<file path="src/include/psf_pkg.sv">
package psf_pkg;
  // Register byte addresses
  localparam logic [7:0] ADDR_CTRL0  = 8'h00;
  localparam logic [7:0] ADDR_CTRL4  = 8'h04;
  localparam logic [7:0] ADDR_FEAT   = 8'h08;
  localparam logic [7:0] ADDR_STATUS = 8'h0C;
  localparam logic [7:0] ADDR_MASK   = 8'h10;
  localparam logic [7:0] ADDR_LAST   = 8'h14;
  // Control bit positions
  localparam int POS_EM     = 2;
  localparam int POS_TS     = 3;
  localparam int POS_FXSR   = 9;
  localparam int POS_XMMEXC = 10;
  // Reset values
  localparam logic       RST_BIT  = 1'b0;
  localparam logic [7:0] RST_FEAT = 8'hFF;
  localparam logic [7:0] RST_MASK = 8'h00;
  // Address and privilege limits
  localparam logic [32:0] REAL_TOP  = 33'h0_0000_FFFF;
  localparam logic [1:0]  CPL_USER  = 2'h3;
  localparam logic [4:0]  ALIGN16   = 5'h10;
  // Exception kinds, one status bit each
  localparam int K_IO = 0;
  localparam int K_FE = 1;
  localparam int K_NA = 2;
  localparam int K_SS = 3;
  localparam int K_PR = 4;
  localparam int K_PG = 5;
  localparam int K_AL = 6;
  localparam int K_SF = 7;
  localparam int NKIND = 8;
  // Causes in priority order, lowest index wins
  localparam int C_IO   = 0;
  localparam int C_NA   = 1;
  localparam int C_FE   = 2;
  localparam int C_SS   = 3;
  localparam int C_PR   = 4;
  localparam int C_PG   = 5;
  localparam int C_AL   = 6;
  localparam int C_SFIO = 7;
  localparam int C_SF   = 8;
  localparam int NCAUSE = 9;
  // Vectors
  localparam logic [7:0] VEC_IO = 8'h06;
  localparam logic [7:0] VEC_NA = 8'h07;
  localparam logic [7:0] VEC_SS = 8'h0C;
  localparam logic [7:0] VEC_PR = 8'h0D;
  localparam logic [7:0] VEC_PG = 8'h0E;
  localparam logic [7:0] VEC_FE = 8'h10;
  localparam logic [7:0] VEC_AL = 8'h11;
  localparam logic [7:0] VEC_SF = 8'h13;
  // Operating modes
  typedef enum logic [1:0] {
    MODE_REAL = 2'h0,
    MODE_V86  = 2'h1,
    MODE_PROT = 2'h2,
    MODE_LONG = 2'h3
  } psf_mode_type;

  // Cause index to exception kind
  function automatic int cause_kind(input int c);
    case (c)
      C_IO, C_SFIO: cause_kind = K_IO;
      C_NA:         cause_kind = K_NA;
      C_FE:         cause_kind = K_FE;
      C_SS:         cause_kind = K_SS;
      C_PR:         cause_kind = K_PR;
      C_PG:         cause_kind = K_PG;
      C_AL:         cause_kind = K_AL;
      default:      cause_kind = K_SF;
    endcase
  endfunction : cause_kind
endpackage : psf_pkg

</file>
<file path="src/include/psf_req_if.sv">
`timescale 1ns/1ns
// One issued instruction and its memory operand
interface psf_req_if;
  import psf_pkg::*;
  logic              valid;     // Issue pulse
  psf_mode_type      mode;      // Operating mode
  logic              lock;      // Bus-lock prefix seen
  logic [7:0]        feat_need; // Feature flags required
  logic              fpu_pend;  // Legacy FPU fault pending
  logic              simd_unm;  // Unmasked SIMD fault
  logic              mem;       // Has memory operand
  logic              ss_ref;    // Operand in stack segment
  logic              illegal;   // Segment check failed
  logic              noncanon;  // Non-canonical address
  logic              xlate_bad; // Translation failed
  logic [31:0]       ea;        // Effective address
  logic [4:0]        size;      // Operand bytes
  logic [1:0]        cpl;       // Privilege level
  logic              ac_en;     // Alignment checking on
  logic              grp_align; // Aligned-operand group
  logic              grp_conv;  // Packed-conversion group
  modport src (output valid, mode, lock, feat_need, fpu_pend, simd_unm, mem, ss_ref, illegal,
               noncanon, xlate_bad, ea, size, cpl, ac_en, grp_align, grp_conv);
  modport chk (input valid, mode, lock, feat_need, fpu_pend, simd_unm, mem, ss_ref, illegal,
               noncanon, xlate_bad, ea, size, cpl, ac_en, grp_align, grp_conv);
endinterface : psf_req_if

</file>
<file path="src/design/psf_classify.sv">
`timescale 1ns/1ns
// Raw fault causes for one request
module psf_classify
  import psf_pkg::*;
(
  psf_req_if.chk             req,
  input  wire logic [7:0]    feat_in,
  input  wire logic          em_in,
  input  wire logic          ts_in,
  input  wire logic          fxsr_in,
  input  wire logic          xmmexc_in,
  output logic [NCAUSE-1:0]  cause_out
);
  logic [32:0] last_byte; // Last operand byte address
  logic        in_prot;   // Protected or compatibility
  logic        in_long;   // 64-bit mode

  always_comb begin
    last_byte = {1'b0, req.ea} + {28'h0, req.size} - 33'h1;
    in_prot   = (req.mode == MODE_PROT);
    in_long   = (req.mode == MODE_LONG);
    cause_out = '0;
    cause_out[C_IO] = em_in | ~fxsr_in
                    | req.lock
                    | |(req.feat_need & ~feat_in);
    cause_out[C_NA] = ts_in;
    cause_out[C_FE] = req.fpu_pend;
    cause_out[C_SS] = req.mem & req.ss_ref &
                      ((in_prot & req.illegal)
                     | (in_long & req.noncanon));
    cause_out[C_PR] = req.mem &
                      ((req.grp_align & (req.ea[3:0] != 4'h0))
                     | (in_prot & ~req.ss_ref & req.illegal)
                     | (in_long & ~req.ss_ref & req.noncanon)
                     | (~req.mode[1] & (last_byte > REAL_TOP)));
    // Real mode has no paging
    cause_out[C_PG] = req.mem & req.xlate_bad & (req.mode != MODE_REAL);
    cause_out[C_AL] = req.mem & req.grp_conv & req.ac_en & (req.cpl == CPL_USER) &
                      (req.mode != MODE_REAL) &
                      ((req.ea[4:0] & (req.size - 5'h1)) != 5'h0);
    cause_out[C_SFIO] = req.simd_unm & ~xmmexc_in;
    cause_out[C_SF]   = req.simd_unm & xmmexc_in;
    if (!req.valid) begin
      cause_out = '0;
    end
  end
endmodule : psf_classify

</file>
<file path="src/design/psf_prio.sv">
`timescale 1ns/1ns
// Picks the winning cause and its vector
module psf_prio
  import psf_pkg::*;
(
  input  wire logic [NCAUSE-1:0] cause_in,
  output logic                   hit_out,
  output logic [NKIND-1:0]       kind_out,
  output logic [7:0]             vec_out,
  output logic                   code_out
);
  int win; // Winning cause index

  always_comb begin
    win = NCAUSE;
    for (int i = NCAUSE - 1; i >= 0; i--) begin
      if (cause_in[i]) begin
        win = i;
      end
    end
    hit_out  = (win != NCAUSE);
    kind_out = '0;
    if (hit_out) begin
      kind_out[cause_kind(win)] = 1'b1;
    end
    unique case (1'b1)
      kind_out[K_FE]: vec_out = VEC_FE;
      kind_out[K_NA]: vec_out = VEC_NA;
      kind_out[K_SS]: vec_out = VEC_SS;
      kind_out[K_PR]: vec_out = VEC_PR;
      kind_out[K_PG]: vec_out = VEC_PG;
      kind_out[K_AL]: vec_out = VEC_AL;
      kind_out[K_SF]: vec_out = VEC_SF;
      default:        vec_out = VEC_IO;
    endcase
    // Only these four push an error code
    code_out = kind_out[K_SS] | kind_out[K_PR] | kind_out[K_PG] | kind_out[K_AL];
  end
endmodule : psf_prio

</file>
<file path="src/design/psf_fault_check.sv">
// The plain strobed port and the address map were chosen for this implementation.
`timescale 1ns/1ns
// Fault qualification for packed SIMD instructions
module psf_fault_check
  import psf_pkg::*;
(
  input  wire logic        clock_in,
  input  wire logic        reset_in,
  // Register port
  input  wire logic [7:0]  addr_in,
  input  wire logic [31:0] wdata_in,
  input  wire logic        wr_in,
  input  wire logic        rd_in,
  output logic [31:0]      rdata_out,
  // Issued instruction
  input  wire logic        issue_in,
  input  wire logic [1:0]  mode_in,
  input  wire logic        lock_in,
  input  wire logic [7:0]  feat_need_in,
  input  wire logic        fpu_pend_in,
  input  wire logic        simd_unm_in,
  input  wire logic        mem_in,
  input  wire logic        ss_ref_in,
  input  wire logic        illegal_in,
  input  wire logic        noncanon_in,
  input  wire logic        xlate_bad_in,
  input  wire logic [15:0] pf_code_in,
  input  wire logic [31:0] ea_in,
  input  wire logic [4:0]  size_in,
  input  wire logic [1:0]  cpl_in,
  input  wire logic        ac_en_in,
  input  wire logic        grp_align_in,
  input  wire logic        grp_conv_in,
  // Fault result
  output logic             fault_out,
  output logic [7:0]       fault_vec_out,
  output logic [NKIND-1:0] fault_kind_out,
  output logic             fault_has_code_out,
  output logic [15:0]      fault_code_out,
  output logic             irq_out
);

  ////////////////////////////////////////////////////////////////////////
  // Request carrier

  psf_req_if req ();

  // Fan the plain ports into the carrier
  always_comb begin
    req.valid     = issue_in;
    req.mode      = psf_mode_type'(mode_in);
    req.lock      = lock_in;
    req.feat_need = feat_need_in;
    req.fpu_pend  = fpu_pend_in;
    req.simd_unm  = simd_unm_in;
    req.mem       = mem_in;
    req.ss_ref    = ss_ref_in;
    req.illegal   = illegal_in;
    req.noncanon  = noncanon_in;
    req.xlate_bad = xlate_bad_in;
    req.ea        = ea_in;
    req.size      = size_in;
    req.cpl       = cpl_in;
    req.ac_en     = ac_en_in;
    req.grp_align = grp_align_in;
    req.grp_conv  = grp_conv_in;
  end

  ////////////////////////////////////////////////////////////////////////
  // Control state

  logic             em_r;       // Emulation bit
  logic             em_nxt;
  logic             ts_r;       // Task-switched bit
  logic             ts_nxt;
  logic             fxsr_r;     // OS extended-save support
  logic             fxsr_nxt;
  logic             xmmexc_r;   // OS unmasked SIMD support
  logic             xmmexc_nxt;
  logic [7:0]       feat_r;     // Feature flags present
  logic [7:0]       feat_nxt;
  logic [NKIND-1:0] mask_r;     // Interrupt enables
  logic [NKIND-1:0] mask_nxt;

  // Decoded write strobes
  logic wr_ctrl0;
  logic wr_ctrl4;
  logic wr_feat;
  logic wr_status;
  logic wr_mask;

  // Address decode shared by writes
  always_comb begin
    wr_ctrl0  = wr_in & (addr_in == ADDR_CTRL0);
    wr_ctrl4  = wr_in & (addr_in == ADDR_CTRL4);
    wr_feat   = wr_in & (addr_in == ADDR_FEAT);
    wr_status = wr_in & (addr_in == ADDR_STATUS);
    wr_mask   = wr_in & (addr_in == ADDR_MASK);
  end

  // Next control values
  always_comb begin
    em_nxt     = em_r;
    ts_nxt     = ts_r;
    fxsr_nxt   = fxsr_r;
    xmmexc_nxt = xmmexc_r;
    feat_nxt   = feat_r;
    mask_nxt   = mask_r;
    if (wr_ctrl0) begin
      em_nxt = wdata_in[POS_EM];
      ts_nxt = wdata_in[POS_TS];
    end
    if (wr_ctrl4) begin
      fxsr_nxt   = wdata_in[POS_FXSR];
      xmmexc_nxt = wdata_in[POS_XMMEXC];
    end
    if (wr_feat) begin
      feat_nxt = wdata_in[7:0];
    end
    if (wr_mask) begin
      mask_nxt = wdata_in[NKIND-1:0];
    end
  end

  // Control registers
  always_ff @(posedge clock_in) begin
    if (reset_in) begin
      em_r     <= RST_BIT;
      ts_r     <= RST_BIT;
      fxsr_r   <= RST_BIT;
      xmmexc_r <= RST_BIT;
      feat_r   <= RST_FEAT;
      mask_r   <= RST_MASK;
    end else begin
      em_r     <= em_nxt;
      ts_r     <= ts_nxt;
      fxsr_r   <= fxsr_nxt;
      xmmexc_r <= xmmexc_nxt;
      feat_r   <= feat_nxt;
      mask_r   <= mask_nxt;
    end
  end

  ////////////////////////////////////////////////////////////////////////
  // Qualification

  logic [NCAUSE-1:0] cause;    // Raw causes this cycle
  logic              hit;      // Some fault raised
  logic [NKIND-1:0]  kind;     // Winning kind, one-hot
  logic [7:0]        vec;      // Winning vector
  logic              has_code; // Winner pushes error code

  // Per-mode checks
  psf_classify u_classify (
    .req       (req.chk),
    .feat_in   (feat_r),
    .em_in     (em_r),
    .ts_in     (ts_r),
    .fxsr_in   (fxsr_r),
    .xmmexc_in (xmmexc_r),
    .cause_out (cause)
  );

  // Earlier cause wins
  psf_prio u_prio (
    .cause_in (cause),
    .hit_out  (hit),
    .kind_out (kind),
    .vec_out  (vec),
    .code_out (has_code)
  );

  ////////////////////////////////////////////////////////////////////////
  // Fault result

  logic             fault_r;     // Result pulse
  logic             fault_nxt;
  logic [7:0]       vec_r;       // Vector held until next fault
  logic [7:0]       vec_nxt;
  logic [NKIND-1:0] kind_r;      // Kind held until next fault
  logic [NKIND-1:0] kind_nxt;
  logic             has_code_r;  // Error code present
  logic             has_code_nxt;
  logic [15:0]      code_r;      // Error code value
  logic [15:0]      code_nxt;

  // Capture the winner; only page faults carry a nonzero code
  always_comb begin
    fault_nxt    = hit;
    vec_nxt      = vec_r;
    kind_nxt     = kind_r;
    has_code_nxt = has_code_r;
    code_nxt     = code_r;
    if (hit) begin
      vec_nxt      = vec;
      kind_nxt     = kind;
      has_code_nxt = has_code;
      // Stack, GP and alignment faults report zero
      code_nxt     = kind[K_PG] ? pf_code_in : 16'h0000;
    end
  end

  // Result registers
  always_ff @(posedge clock_in) begin
    if (reset_in) begin
      fault_r    <= 1'b0;
      vec_r      <= 8'h00;
      kind_r     <= '0;
      has_code_r <= 1'b0;
      code_r     <= 16'h0000;
    end else begin
      fault_r    <= fault_nxt;
      vec_r      <= vec_nxt;
      kind_r     <= kind_nxt;
      has_code_r <= has_code_nxt;
      code_r     <= code_nxt;
    end
  end

  ////////////////////////////////////////////////////////////////////////
  // Sticky status and interrupt

  logic [NKIND-1:0] status_r;   // One bit per kind raised
  logic [NKIND-1:0] status_nxt;

  // Write one to clear; a new fault in the same cycle wins
  always_comb begin
    status_nxt = status_r;
    if (wr_status) begin
      status_nxt = status_r & ~wdata_in[NKIND-1:0];
    end
    if (hit) begin
      status_nxt = status_nxt | kind;
    end
  end

  // Status register
  always_ff @(posedge clock_in) begin
    if (reset_in) begin
      status_r <= '0;
    end else begin
      status_r <= status_nxt;
    end
  end

  ////////////////////////////////////////////////////////////////////////
  // Read port

  logic [31:0] rdata_r;   // Read data, one cycle after strobe
  logic [31:0] rdata_nxt;

  // Unmapped addresses and idle cycles read zero
  always_comb begin
    rdata_nxt = 32'h0000_0000;
    if (rd_in) begin
      unique case (addr_in)
        ADDR_CTRL0: begin
          rdata_nxt[POS_EM] = em_r;
          rdata_nxt[POS_TS] = ts_r;
        end
        ADDR_CTRL4: begin
          rdata_nxt[POS_FXSR]   = fxsr_r;
          rdata_nxt[POS_XMMEXC] = xmmexc_r;
        end
        ADDR_FEAT:   rdata_nxt[7:0]       = feat_r;
        ADDR_STATUS: rdata_nxt[NKIND-1:0] = status_r;
        ADDR_MASK:   rdata_nxt[NKIND-1:0] = mask_r;
        // Last fault: code, flag, vector
        ADDR_LAST:   rdata_nxt = {code_r, 7'h00, has_code_r, vec_r};
        default:     rdata_nxt = 32'h0000_0000;
      endcase
    end
  end

  // Read data register
  always_ff @(posedge clock_in) begin
    if (reset_in) begin
      rdata_r <= 32'h0000_0000;
    end else begin
      rdata_r <= rdata_nxt;
    end
  end

  ////////////////////////////////////////////////////////////////////////
  // Outputs

  // All from flip-flops except the interrupt level
  always_comb begin
    rdata_out          = rdata_r;
    fault_out          = fault_r;
    fault_vec_out      = vec_r;
    fault_kind_out     = kind_r;
    fault_has_code_out = has_code_r;
    fault_code_out     = code_r;
    irq_out            = |(status_r & mask_r);
  end
endmodule : psf_fault_check

</file>
<file path="config.mk">
export PLATFORM = sky130hd
export DESIGN_NAME = psf_fault_check
export DESIGN_NICKNAME = d
export VERILOG_FILES = /design/src/include/psf_pkg.sv /design/src/include/psf_req_if.sv /design/src/design/psf_classify.sv /design/src/design/psf_prio.sv /design/src/design/psf_fault_check.sv
export SDC_FILE = /design/constraint.sdc
export NUM_CORES = 1
export LEC_CHECK = 0
export ABC_AREA = 1
export BUFFER_PORTS_ARGS = -buffer_cell sky130_fd_sc_hd__clkbuf_2
export CAP_MARGIN = 20
export CORE_MARGIN = 2
export CORE_UTILIZATION = 56
export DETAILED_ROUTE_END_ITERATION = 12
export GPL_ROUTABILITY_DRIVEN = 0
export MAX_ROUTING_LAYER = met4
export PLACE_DENSITY_LB_ADDON = 0.1
export SLEW_MARGIN = 20
export SYNTH_ARGS = -nofsm -noshare
export SYNTH_HDL_FRONTEND = slang
export SYNTH_SLANG_ARGS = --single-unit
</file>
<file path="constraint.sdc">
create_clock -name clock_in -period 8.9 [get_ports clock_in]
set_clock_uncertainty 0.05 [all_clocks]
set_input_delay 1.335 -clock clock_in [delete_from_list [all_inputs] [get_ports clock_in]]
set_output_delay 1.335 -clock clock_in [all_outputs]
set_load 0.005 [all_outputs]
</file>
# ---- Word-level counts from Yosys, hierarchy flattened
# Memories as Yosys holds them, arrays and structs flattened.
# Index checks and enable logic that the tools add are counted.
dict set report totals {
  reg_bits 94
  mem_bits_ro 24
  in_bits 121
  output_inout_bits 67
  elab_cells 113
  mem_count 1
}
# name depth word_bits rd rd_clocked_by_memory_dff write_ports line_no
set memory_table {}
lappend memory_table {{(name not given)} 8 3 1 0 0 psf_pkg.sv:62} ;# case (c)
dict set report op_classes {
  n_addsub 3
  order_cmp 3
  eq_ne 9
  mux 22
  bitwise 49
  n_reduce_logical 11
}
# cell n
set op_table {}
lappend op_table {{32-bit two-way mux} 10}
lappend op_table {{5-bit case mux with 7 select lines} 1}
lappend op_table {{32-bit by 5-bit adder with 33-bit output} 1}
lappend op_table {{33-bit by 16-bit greater-than comparator with 1-bit output, second input constant} 1}
lappend op_table {{33-bit by 1-bit subtractor with 33-bit output, second input constant} 1}
lappend op_table {{32-bit by 1-bit >= comparator with 1-bit output, second input constant} 1}
lappend op_table {{32-bit by 5-bit < comparator with 1-bit output, second input constant} 1}
lappend op_table {{32-bit by 5-bit != test with 1-bit output, second input constant} 1}
lappend op_table {{29-bit zero test} 1}
lappend op_table {{1-bit AND} 25}
lappend op_table {{8-bit AND} 3}
lappend op_table {{8-bit two-way mux} 3}
lappend op_table {{8-bit by 4-bit == test with 1-bit output, second input constant} 2}
lappend op_table {{8-bit by 5-bit == test with 1-bit output, second input constant} 2}
lappend op_table {{16-bit two-way mux} 1}
lappend op_table {{8-bit inverter} 2}
lappend op_table {{4-bit case mux with 4 select lines} 1}
lappend op_table {{8-bit OR reduction} 2}
lappend op_table {{1-bit OR} 10}
lappend op_table {{2-bit case mux with 5 select lines} 1}
lappend op_table {{9-bit two-way mux} 1}
lappend op_table {{8-bit by 3-bit == test with 1-bit output, second input constant} 1}
lappend op_table {{8-bit zero test} 1}
lappend op_table {{8-bit OR} 1}
lappend op_table {{other kinds (13)} 23}

# ---- Logic depth before layout (Yosys ltp)
# Gate-level depths: netlist (run 1).
dict set report logic_depth {
  ltp_word 28
  mapped_depth 32
  mapped_depth_nobuf 32
}

# ---- Hierarchy
# A second synthesis (run 1) with hierarchy kept.
dict set report hier_totals {
  hier_cells 1169
  hier_area_um2 6961.7
}
# mod instances cells_per_inst area_each_um2 seq_area_each_um2
set modules_own_cells {}
lappend modules_own_cells {psf_fault_check 1 456 3533.4 1781.7}
lappend modules_own_cells {psf_classify 1 636 2977.9 0.0}
lappend modules_own_cells {psf_prio 1 77 450.4 0.0}

# ---- Least setup slack after synthesis (run 1)
# Ideal clock, no wire load.
dict set report synth_path {
  path_kind {input port to flip-flop}
  start {in size_in[1]}
  end {reg code_r[11] (netlist: fault_code_out[11])}
  setup_ns 0.071
  t_arrival_ns 4.174
  required_ns 8.779
  slack_ns 4.606
  path_stages 30
  path_buffers 1
  path_cell_list {inv_1 -> ha_1 -> inv_1 -> ha_1 -> fa_1 -> nand3_1 -> nand3_1 -> nand2_1 -> nand2_1 -> nand2_1 -> nand2_1 -> xor2_1 -> nor2_1 -> nand2_1 -> nor2_1 -> nand3_1 -> nand2_1 -> nand2_1 -> nand2_2 -> nand2_2 -> nand2_2 -> nand2_4 -> nand2_4 -> nand2_2 -> nor2_2 -> nand2_4 -> inv_6 -> buf_12 -> nand2_4 -> a21oi_2}
}
dict set report synth_between {
  elab_chain_len 21
  elab_cells_between_ends 30
  cone_classes {add/sub (3); order compare (3); eq/ne (1); mux (14); bitwise (5); reduce/logical (3); memory (1)}
}
# item line_no
set synth_rtl {}
lappend synth_rtl {{from (decl)} psf_fault_check.sv:29} ;# input wire logic [4:0] size_in,
lappend synth_rtl {{32-bit by 5-bit adder with 33-bit output / 5-bit by 1-bit subtractor with 5-bit output (equally long branches)} {psf_classify.sv:19, psf_classify.sv:40}}
lappend synth_rtl {{33-bit by 1-bit subtractor with 33-bit output / 5-bit AND (equally long branches)} {psf_classify.sv:19, psf_classify.sv:40}}
lappend synth_rtl {{33-bit by 16-bit greater-than comparator with 1-bit output / 5-bit nonzero test (equally long branches)} {psf_classify.sv:35, psf_classify.sv:40}}
lappend synth_rtl {{1-bit AND, on equally long branches} {psf_classify.sv:35, psf_classify.sv:39}}
lappend synth_rtl {{1-bit OR / 9-bit two-way mux (equally long branches)} {psf_classify.sv:35, psf_classify.sv:43}}
lappend synth_rtl {{1-bit AND / 32-bit two-way mux (equally long branches)} {psf_classify.sv:31, psf_prio.sv:17}}
lappend synth_rtl {{9-bit two-way mux (*)} psf_classify.sv:43} ;# if (!req.valid) begin
lappend synth_rtl {{32-bit two-way mux (*) (5 in series)} psf_prio.sv:17} ;# if (cause_in[i]) begin
lappend synth_rtl {{memory 8 x 3 bit / 29-bit zero test (equally long branches)} --}
lappend synth_rtl {{32-bit two-way mux} psf_pkg.sv:62}
lappend synth_rtl {{32-bit two-way mux} psf_prio.sv:23} ;# if (hit_out) begin
lappend synth_rtl {{32-bit by 1-bit >= comparator with 1-bit output (implied by the code) / 32-bit by 5-bit < comparator with 1-bit output (equally long branches)} psf_prio.sv:24} ;# kind_out[cause_kind(win)] = 1'b1;
lappend synth_rtl {{1-bit logical AND (implied by the code)} psf_prio.sv:24}
lappend synth_rtl {{1-bit two-way mux (implied by the code)} psf_prio.sv:24}
lappend synth_rtl {{1-bit demux with 3-bit select} --}
lappend synth_rtl {{8-bit two-way mux} psf_prio.sv:23}
lappend synth_rtl {{16-bit two-way mux} psf_fault_check.sv:199} ;# code_nxt = kind[K_PG] ? pf_code_in : 16'h0000;
lappend synth_rtl {{to (signal assigned)} psf_fault_check.sv:216} ;# code_r <= code_nxt;
lappend synth_rtl {{to (decl)} psf_fault_check.sv:184} ;# logic [15:0] code_r;
# Every way passes the cells marked *; elsewhere a longest branch is shown, timed or not. The select of a mux whose other input is x is not followed.
# A chain may end at the register's enable or synchronous reset.

# ---- Worst setup path after layout (run 1)
dict set report layout_path {
  start {in ea_in[1]}
  end {reg has_code_r (netlist: fault_has_code_out)}
}
dict set report layout_between {
  elab_chain_len 23
  elab_cells_between_ends 35
  cone_classes {add/sub (2); order compare (3); eq/ne (1); mux (13); bitwise (11); reduce/logical (4); memory (1)}
}
# item line_no
set layout_rtl {}
lappend layout_rtl {{from (decl)} psf_fault_check.sv:28} ;# input wire logic [31:0] ea_in,
lappend layout_rtl {{32-bit by 5-bit adder with 33-bit output / 4-bit nonzero test (equally long branches)} {psf_classify.sv:19, psf_classify.sv:32}}
lappend layout_rtl {{33-bit by 1-bit subtractor with 33-bit output / 1-bit AND (equally long branches)} {psf_classify.sv:19, psf_classify.sv:32}}
lappend layout_rtl {{33-bit by 16-bit greater-than comparator with 1-bit output / 1-bit OR (equally long branches)} {psf_classify.sv:35, psf_classify.sv:33}}
lappend layout_rtl {{1-bit AND / 1-bit OR (equally long branches)} {psf_classify.sv:35, psf_classify.sv:34}}
lappend layout_rtl {{1-bit OR} psf_classify.sv:35} ;# | (~req.mode[1] & (last_byte > REAL_TOP)));
lappend layout_rtl {{1-bit AND} psf_classify.sv:31} ;# cause_out[C_PR] = req.mem &
lappend layout_rtl {{9-bit two-way mux (*)} psf_classify.sv:43}
lappend layout_rtl {{32-bit two-way mux (*) (5 in series)} psf_prio.sv:17}
lappend layout_rtl {{memory 8 x 3 bit / 29-bit zero test (equally long branches)} --}
lappend layout_rtl {{32-bit two-way mux} psf_pkg.sv:62}
lappend layout_rtl {{32-bit two-way mux} psf_prio.sv:23}
lappend layout_rtl {{32-bit by 1-bit >= comparator with 1-bit output (implied by the code) / 32-bit by 5-bit < comparator with 1-bit output (equally long branches)} psf_prio.sv:24}
lappend layout_rtl {{1-bit logical AND (implied by the code)} psf_prio.sv:24}
lappend layout_rtl {{1-bit two-way mux (implied by the code)} psf_prio.sv:24}
lappend layout_rtl {{1-bit demux with 3-bit select} --}
lappend layout_rtl {{8-bit two-way mux} psf_prio.sv:23}
lappend layout_rtl {{1-bit OR (3 in series)} psf_prio.sv:37} ;# code_out = kind_out[K_SS] | kind_out[K_PR] | kind_out[K_PG] | kind_out[K_AL];
lappend layout_rtl {{to (signal assigned)} psf_fault_check.sv:215} ;# has_code_r <= has_code_nxt;
lappend layout_rtl {{to (decl)} psf_fault_check.sv:182} ;# logic has_code_r;
# Marked as above.

==> results of run 1 <==
## cell families after synthesis
kind of cell,after synthesis
AO/OA/AOI/OAI,131
XOR/XNOR,2
adder cells (fa/ha/maj),39
buffers and inverters,266
flip-flops,86
other,1
AND/OR/NAND/NOR,541
## final cells by class
class	instances	area [µm²]	area share, %
clock buffer	14	284	3.71
clock inverter	2	37.5	0.490
inverter	245	925	12.1
multi-input combinational	721	3710	48.5
sequential	86	1720	22.5
tap	143	179	2.34
timing repair buffer	158	793	10.4
## cells in the mapped netlist (2+ instances only)
| master | count |
|---|---|
| inv_1 | 240 |
| buf_4 | 8 |
| o41ai_1 | 2 |
| a22o_1 | 2 |
| o211ai_1 | 10 |
| and2_1 | 7 |
| nand4_1 | 11 |
| a21oi_1 | 50 |
| xor2_1 | 2 |
| nand2_4 | 14 |
| nor3_2 | 4 |
| inv_2 | 4 |
| nor2_2 | 7 |
| a21oi_2 | 16 |
| nand2_2 | 7 |
| o21ai_0 | 29 |
| nand2_1 | 333 |
| nor2_1 | 99 |
| dfxtp_1 | 86 |
| buf_6 | 2 |
| nand3_1 | 49 |
| nand3b_1 | 2 |
| o221ai_1 | 2 |
| o21a_1 | 2 |
| nor3_1 | 5 |
| clkbuf_1 | 9 |
| o22ai_1 | 2 |
| ha_1 | 38 |
| a221oi_1 | 8 |
## flip-flops by register name (all words and copies together), names as in the netlist
signal and flops:
rdata_out 27, fault_code_out 16, fault_kind_out 8, feat_r 8
mask_r 8, status_r 8, fault_vec_out 5, em_r 1
fault_has_code_out 1, fault_out 1, fxsr_r 1, ts_r 1
xmmexc_r 1
## metrics by stage
stage          hold WS (ps)  cells
2_1_floorplan           385   1073
6_report                391   1369
5_1_grt                 420   1369
3_3_place_gp            382   1353
3_5_place_dp            381   1353
4_1_cts                 392   1369
## routing by layer
metal / track usage, % / vias up / share of wire (%)
li1: - / 3564 / -
met4: 4.77 / 0 / 0.87
met2: 39.5 / 234 / 41
met1: 38.8 / 2894 / 49
met3: 5.82 / 13 / 8.7
met5: - / - / 0
## worst paths after layout
check / slack [ps] / startpoint / cells past startpoint / to
setup / recovery: 4120 / ea_in[1] / 31 / fault_has_code_out
hold / removal: 390 / fault_code_out[0] / 2 / rdata_out[16]
hold reg to reg: 390 / fault_code_out[0] / 2 / rdata_out[16]
setup reg to reg: 6020 / feat_r[3] / 14 / fault_vec_out[0]
## power breakdown
| part | switching (µW) | internal, µW | leakage (µW) |
|---|---|---|---|
| logic | 155 | 88.2 | 0.00361 |
| registers | 6.08 | 393 | 0.000696 |
| clock network | 145 | 248 | 0.000155 |
| total | 306 | 729 | 0.00446 |
## worst min-delay path, cell delays in order, from the launching register on
cell     delay, ps
dfxtp_1        320
inv_1           50
nor2_1          30
==> metrics.txt, run 1 <==
worst-path fanout max 24; Ports 188; layout cell share with drive strength beyond 1 18.7%; Crit Path Category in -> reg; post-CTS setup buffer count 0; Setup violations, final 0; Critical Path Max Stage Delay 420 ps; via count of the first global-routing pass 5916; Global Route Usage Sum 27.0%; PortBufs 157; Slew Viols, Final 0; Mapped Cells 1066; most frequent cells in the layout nand2_1 (333), inv_1 (240), clkbuf_2 (157); max cap viols 0; die span in y 112 µm; Synth cell types 45; LEAKAGE 0.00446 µW; Avg Vias per Cell 4.90; maximum VDD drop 175 µV; post-route setup slack 4120 ps; crit-path leading delay family simple AND/OR/NAND/NOR gates; clk buf depth 2; complex-gate fraction of the synthesized area 12.9%; initial antenna violation count 0; clk sinks 86; CP max stage cell fa_1; main combinational cell family by area after synthesis simple AND/OR/NAND/NOR gates; CTS buffer count 9; HP Class reg -> reg; Overall Power 1040 µW; FFs w/ async S/R, synth 0%; DRT Pass-1 Iters 6; first-pass GRT wire length 27.2 mm; Cell Area, Placed 7330 µm²; crit path time final 4780 ps; commonest non-fill, non-tap cell in the layout nand2_1; Place WS 3820 ps; Worst EP required 9080 ps; vias 6705; Synth Cell Area 6470 µm²; area share of fa/ha/maj cells after synthesis 7.65%; register area share after synthesis 26.6%; Avg Cell Area, Syn 6.07 µm²; crit path DAT 4970 ps; Core Util, Final 67.3%; DRT iter0 DRCs 470; Post-CTS Resized 0; TritonCTS clock tree done; Crit path buffers/inverters 4; simple-gate share of the synthesized area 36.1%; Layout area overhead 18.2%; Power Density 135 nW/µm²; flops & latches, synth 86; largest net degree at the start of global routing 36; Least-Margin Pin Slew 1130 ps; xor and xnor area share after synthesis 0.271%; # rows 39; clock-pin transition on the worst setup and hold timing paths 60 ps; number of fill cells in the layout 1111; post-route ant nets 0; Critical Path End Type flip-flop; dominant cells by area after synthesis dfxtp_1 (27%), nand2_1 (19%), inv_1 (14%), ha_1 (7.3%), nor2_1 (5.7%); Max Clk Rate 209 MHz; htree depth 3; cts-stage hold buffer count 0; warnings from Yosys 0; Initial Util 56.9%; ANT cells 0; number of flops mapped to enable cells by yosys 0; final worst path period share 53.8%; nets@finish 1381; Die W 112 µm; Clock Latency Late Sink 340 ps; top-area cell type share of the netlist area 26.6%; unrepaired setup endpoints after global routing no; proportion of synthesized area in mux cells 0%; total core area 11400 µm²; Design Area, Final 7650 µm²; Setup TNS Final 0 ps; Root Driver clkbuf_16; final hold vios 0; Routed wire per std cell 11.8 µm; Critical Path Most Common Cell nand2_1; ys flop type dfxtp_1; CP Launch Type primary input; Residual DRC 0; DIE AREA 12400 µm²; top cell type by total area after synthesis dfxtp_1; remaining global-route overflow 0; DRT Wirelength 16.1 mm; hpwl dp 12.9 mm; status finished clean; worst rel slew slack 23.5%
Note: power is estimated with default switching activity, not from simulation.
==> run 2, diff against run 1 <==
Settings changed: ABC_AREA 1 to 0, CORE_UTILIZATION 56 to 47.
Clock period 8.9 ns to 4.3 ns, I/O delays scaled along.
==> run 2 against run 1 <==
Compared with the run above:
- sequential share of layout area grew 1.9 points
- final cell count down 24%
- wire length shrank 5.3%
- utilization decreased by 6.4 points
- cell area decreased by 7.9%
- largest cell class unchanged
- largest power group unchanged
- highest routed layer unchanged
==> metrics.txt, run 2 <==
status finished clean; Cell Area, Placed 6720 µm²; via count of the first global-routing pass 5431; first-pass GRT wire length 24.9 mm; register area share after synthesis 30.6%; Slew Viols, Final 0; Clock Latency Late Sink 330 ps; Critical Path End Type flip-flop; hpwl dp 12.1 mm; dominant cells by area after synthesis dfxtp_1 (31%), ha_1 (8.5%), a21oi_1 (5.0%), nand2_1 (4.9%), inv_1 (4.5%); DIE AREA 12900 µm²; DRT Pass-1 Iters 5; top-count cell post-synth dfxtp_1; crit path DAT 4240 ps; top-area cell type share of the netlist area 30.6%; Avg Vias per Cell 5.64; reg-to-reg startpoint feat_r[2]; post-route ant nets 0; hold_ws 408 ps; Crit Path Category in -> reg; # rows 39; Critical Path Max Stage Delay 420 ps; Ports 188; Design Area, Final 7050 µm²; Max Clk Rate 247 MHz; most frequent cells in the layout clkbuf_2 (157), dfxtp_1 (86), nand2_1 (73); flops & latches, synth 86; clock-pin transition on the worst setup and hold timing paths 60 ps; FFs w/ async S/R, synth 0%; final worst path period share 94.1%; Synth Cell Area 5620 µm²; top post-synthesis cells by count dfxtp_1 (86), nand2_1 (73), inv_1 (68); max cap viols 0; hold_sp fxsr_r; Synth cell types 67; initial antenna violation count 0; Worst EP required 4500 ps; htree depth 3; largest net degree at the start of global routing 35; ys flop type dfxtp_1; TritonCTS clock tree done; final hold vios 0; Initial Util 48.6%; number of flops mapped to enable cells by yosys 0; crit path time final 4050 ps; DRT Wirelength 15.3 mm; vias 5853; total core area 11600 µm²; Crit path buffers/inverters 5; layout cell share with drive strength beyond 1 25.4%; CP max stage cell o41a_1; LEAKAGE 0.00331 µW; worst-path cell chain clkbuf_2 -> inv_1 -> ha_1 -> inv_1 -> ha_1 -> a211oi_1 -> o211ai_1 -> a211oi_1 -> nor4_2 -> nor4_1 -> o21ai_0 -> buf_4 -> nor4b_4 -> nand3_2 -> buf_4 -> and2_1 -> o41a_1 -> a21oi_1; Avg Cell Area, Syn 7.86 µm²; CP Launch Type primary input; Mapped Cells 715; Setup TNS Final 0 ps; clk sinks 86; HP Class reg -> reg; Power Density 294 nW/µm²; CTS buffer count 9; Setup violations, final 0; nets@finish 1049; Die W 113 µm; commonest non-fill, non-tap cell in the layout clkbuf_2; clk buf depth 2; PortBufs 157; ANT cells 0; DRT iter0 DRCs 390; worst rel slew slack 41.5%; worst-path fanout max 4; Routed wire per std cell 14.7 µm; Global Route Usage Sum 24.1%; Residual DRC 0; Least-Margin Pin Slew 870 ps; Root Driver clkbuf_16; remaining global-route overflow 0; maximum VDD drop 231 µV; warnings from Yosys 0; top cell type by total area after synthesis dfxtp_1; die span in y 113 µm; crit-path leading delay family compound AO/OA/AOI/OAI gates; Layout area overhead 25.4%; max reg flops 27; Worst Setup SP ea_in[2]
==> run 2: cell count changes in the layout (fill, tap and decap cells not counted), moves of 14 or more <==
cell,delta
a21oi_2,-16
inv_1,-172
a22oi_1,+14
nand3_1,-36
buf_4,+33
nand2_4,-14
a22o_1,+17
mux2i_1,+19
nand2_1,-260
nor2_1,-36
==> run 2: area by class of cell <==
| cell class | count | area [µm²] |
|---|---|---|
| Timing Repair Buffer | 193 | 1080 |
| Tap cell | 143 | 179 |
| Inverter | 68 | 255 |
| Multi-Input combinational cell | 531 | 3520 |
| Clock buffer | 11 | 233 |
| Clock inverter | 5 | 60.1 |
| Sequential cell | 86 | 1720 |
| Fill cell | 1056 | 4520 |
==> run 2: kinds of logic (layout without fill, tap and decap cells) <==
kind of cell | Yosys count | count (layout) | share of synthesized area, %
flip-flops | 86 | 86 | 30.6
adder cells (fa/ha/maj) | 39 | 39 | 8.81
buffers and inverters | 105 | 277 | 7.90
XOR/XNOR | 11 | 11 | 1.71
other | 1 | 8 | 0.0667
multiplexers | 25 | 25 | 4.58
AO/OA/AOI/OAI | 223 | 223 | 26.8
AND/OR/NAND/NOR | 225 | 225 | 19.5
==> run 2: what timing repair did <==
item / in CTS / in global routing
hold buffers: 0 / 0
setup endpoints to repair: 0 / 39
setup buffers: 0 / 0
gates resized for setup: 0 / 7
==> run 2: where the power goes <==
group	internal (µW)	switching (µW)
logic	208	290
registers	809	10.8
clock network	451	304
==> run 2: path summary, 6_finish.rpt <==
kind                  endpoint  slack [ps]  depth (start not counted)
max          fault_kind_out[0]         250                         18
min               rdata_out[9]         410                          2
max reg2reg  fault_kind_out[0]        1060                         11
min reg2reg       rdata_out[9]         410                          2
==> run 2: worst register-to-register path, stage by stage (launching register included) <==
cell and delay, ps:
dfxtp_1 330, inv_1 60, a22oi_1 180, o221ai_1 180, or4_1 420, o31ai_1 280, buf_4 210, o21a_1 190
nor3b_1 410, a22oi_2 270, o41a_1 430, a21oi_1 150
==> run 2: layer usage <==
metal	wire length [µm]	part of all wire [%]	vias up	track usage, %
met1	6840	45	2686	31.2
met5	0	0	-	-
met4	285	1.9	0	7.07
li1	-	-	2911	-
met2	7110	47	230	38.9
met3	1030	6.7	26	4.04
==> run 2: through the flow <==
step,instances,utilization [%],total power [µW],setup slack (ps)
floorplan,722,-,1150,210
global placement,1021,58.1,1310,-197
detailed placement,1021,58.1,1320,-309
CTS,1037,60.6,2070,30.7
global route,1037,61.0,2180,-5.81
finish,1037,61.0,2070,253
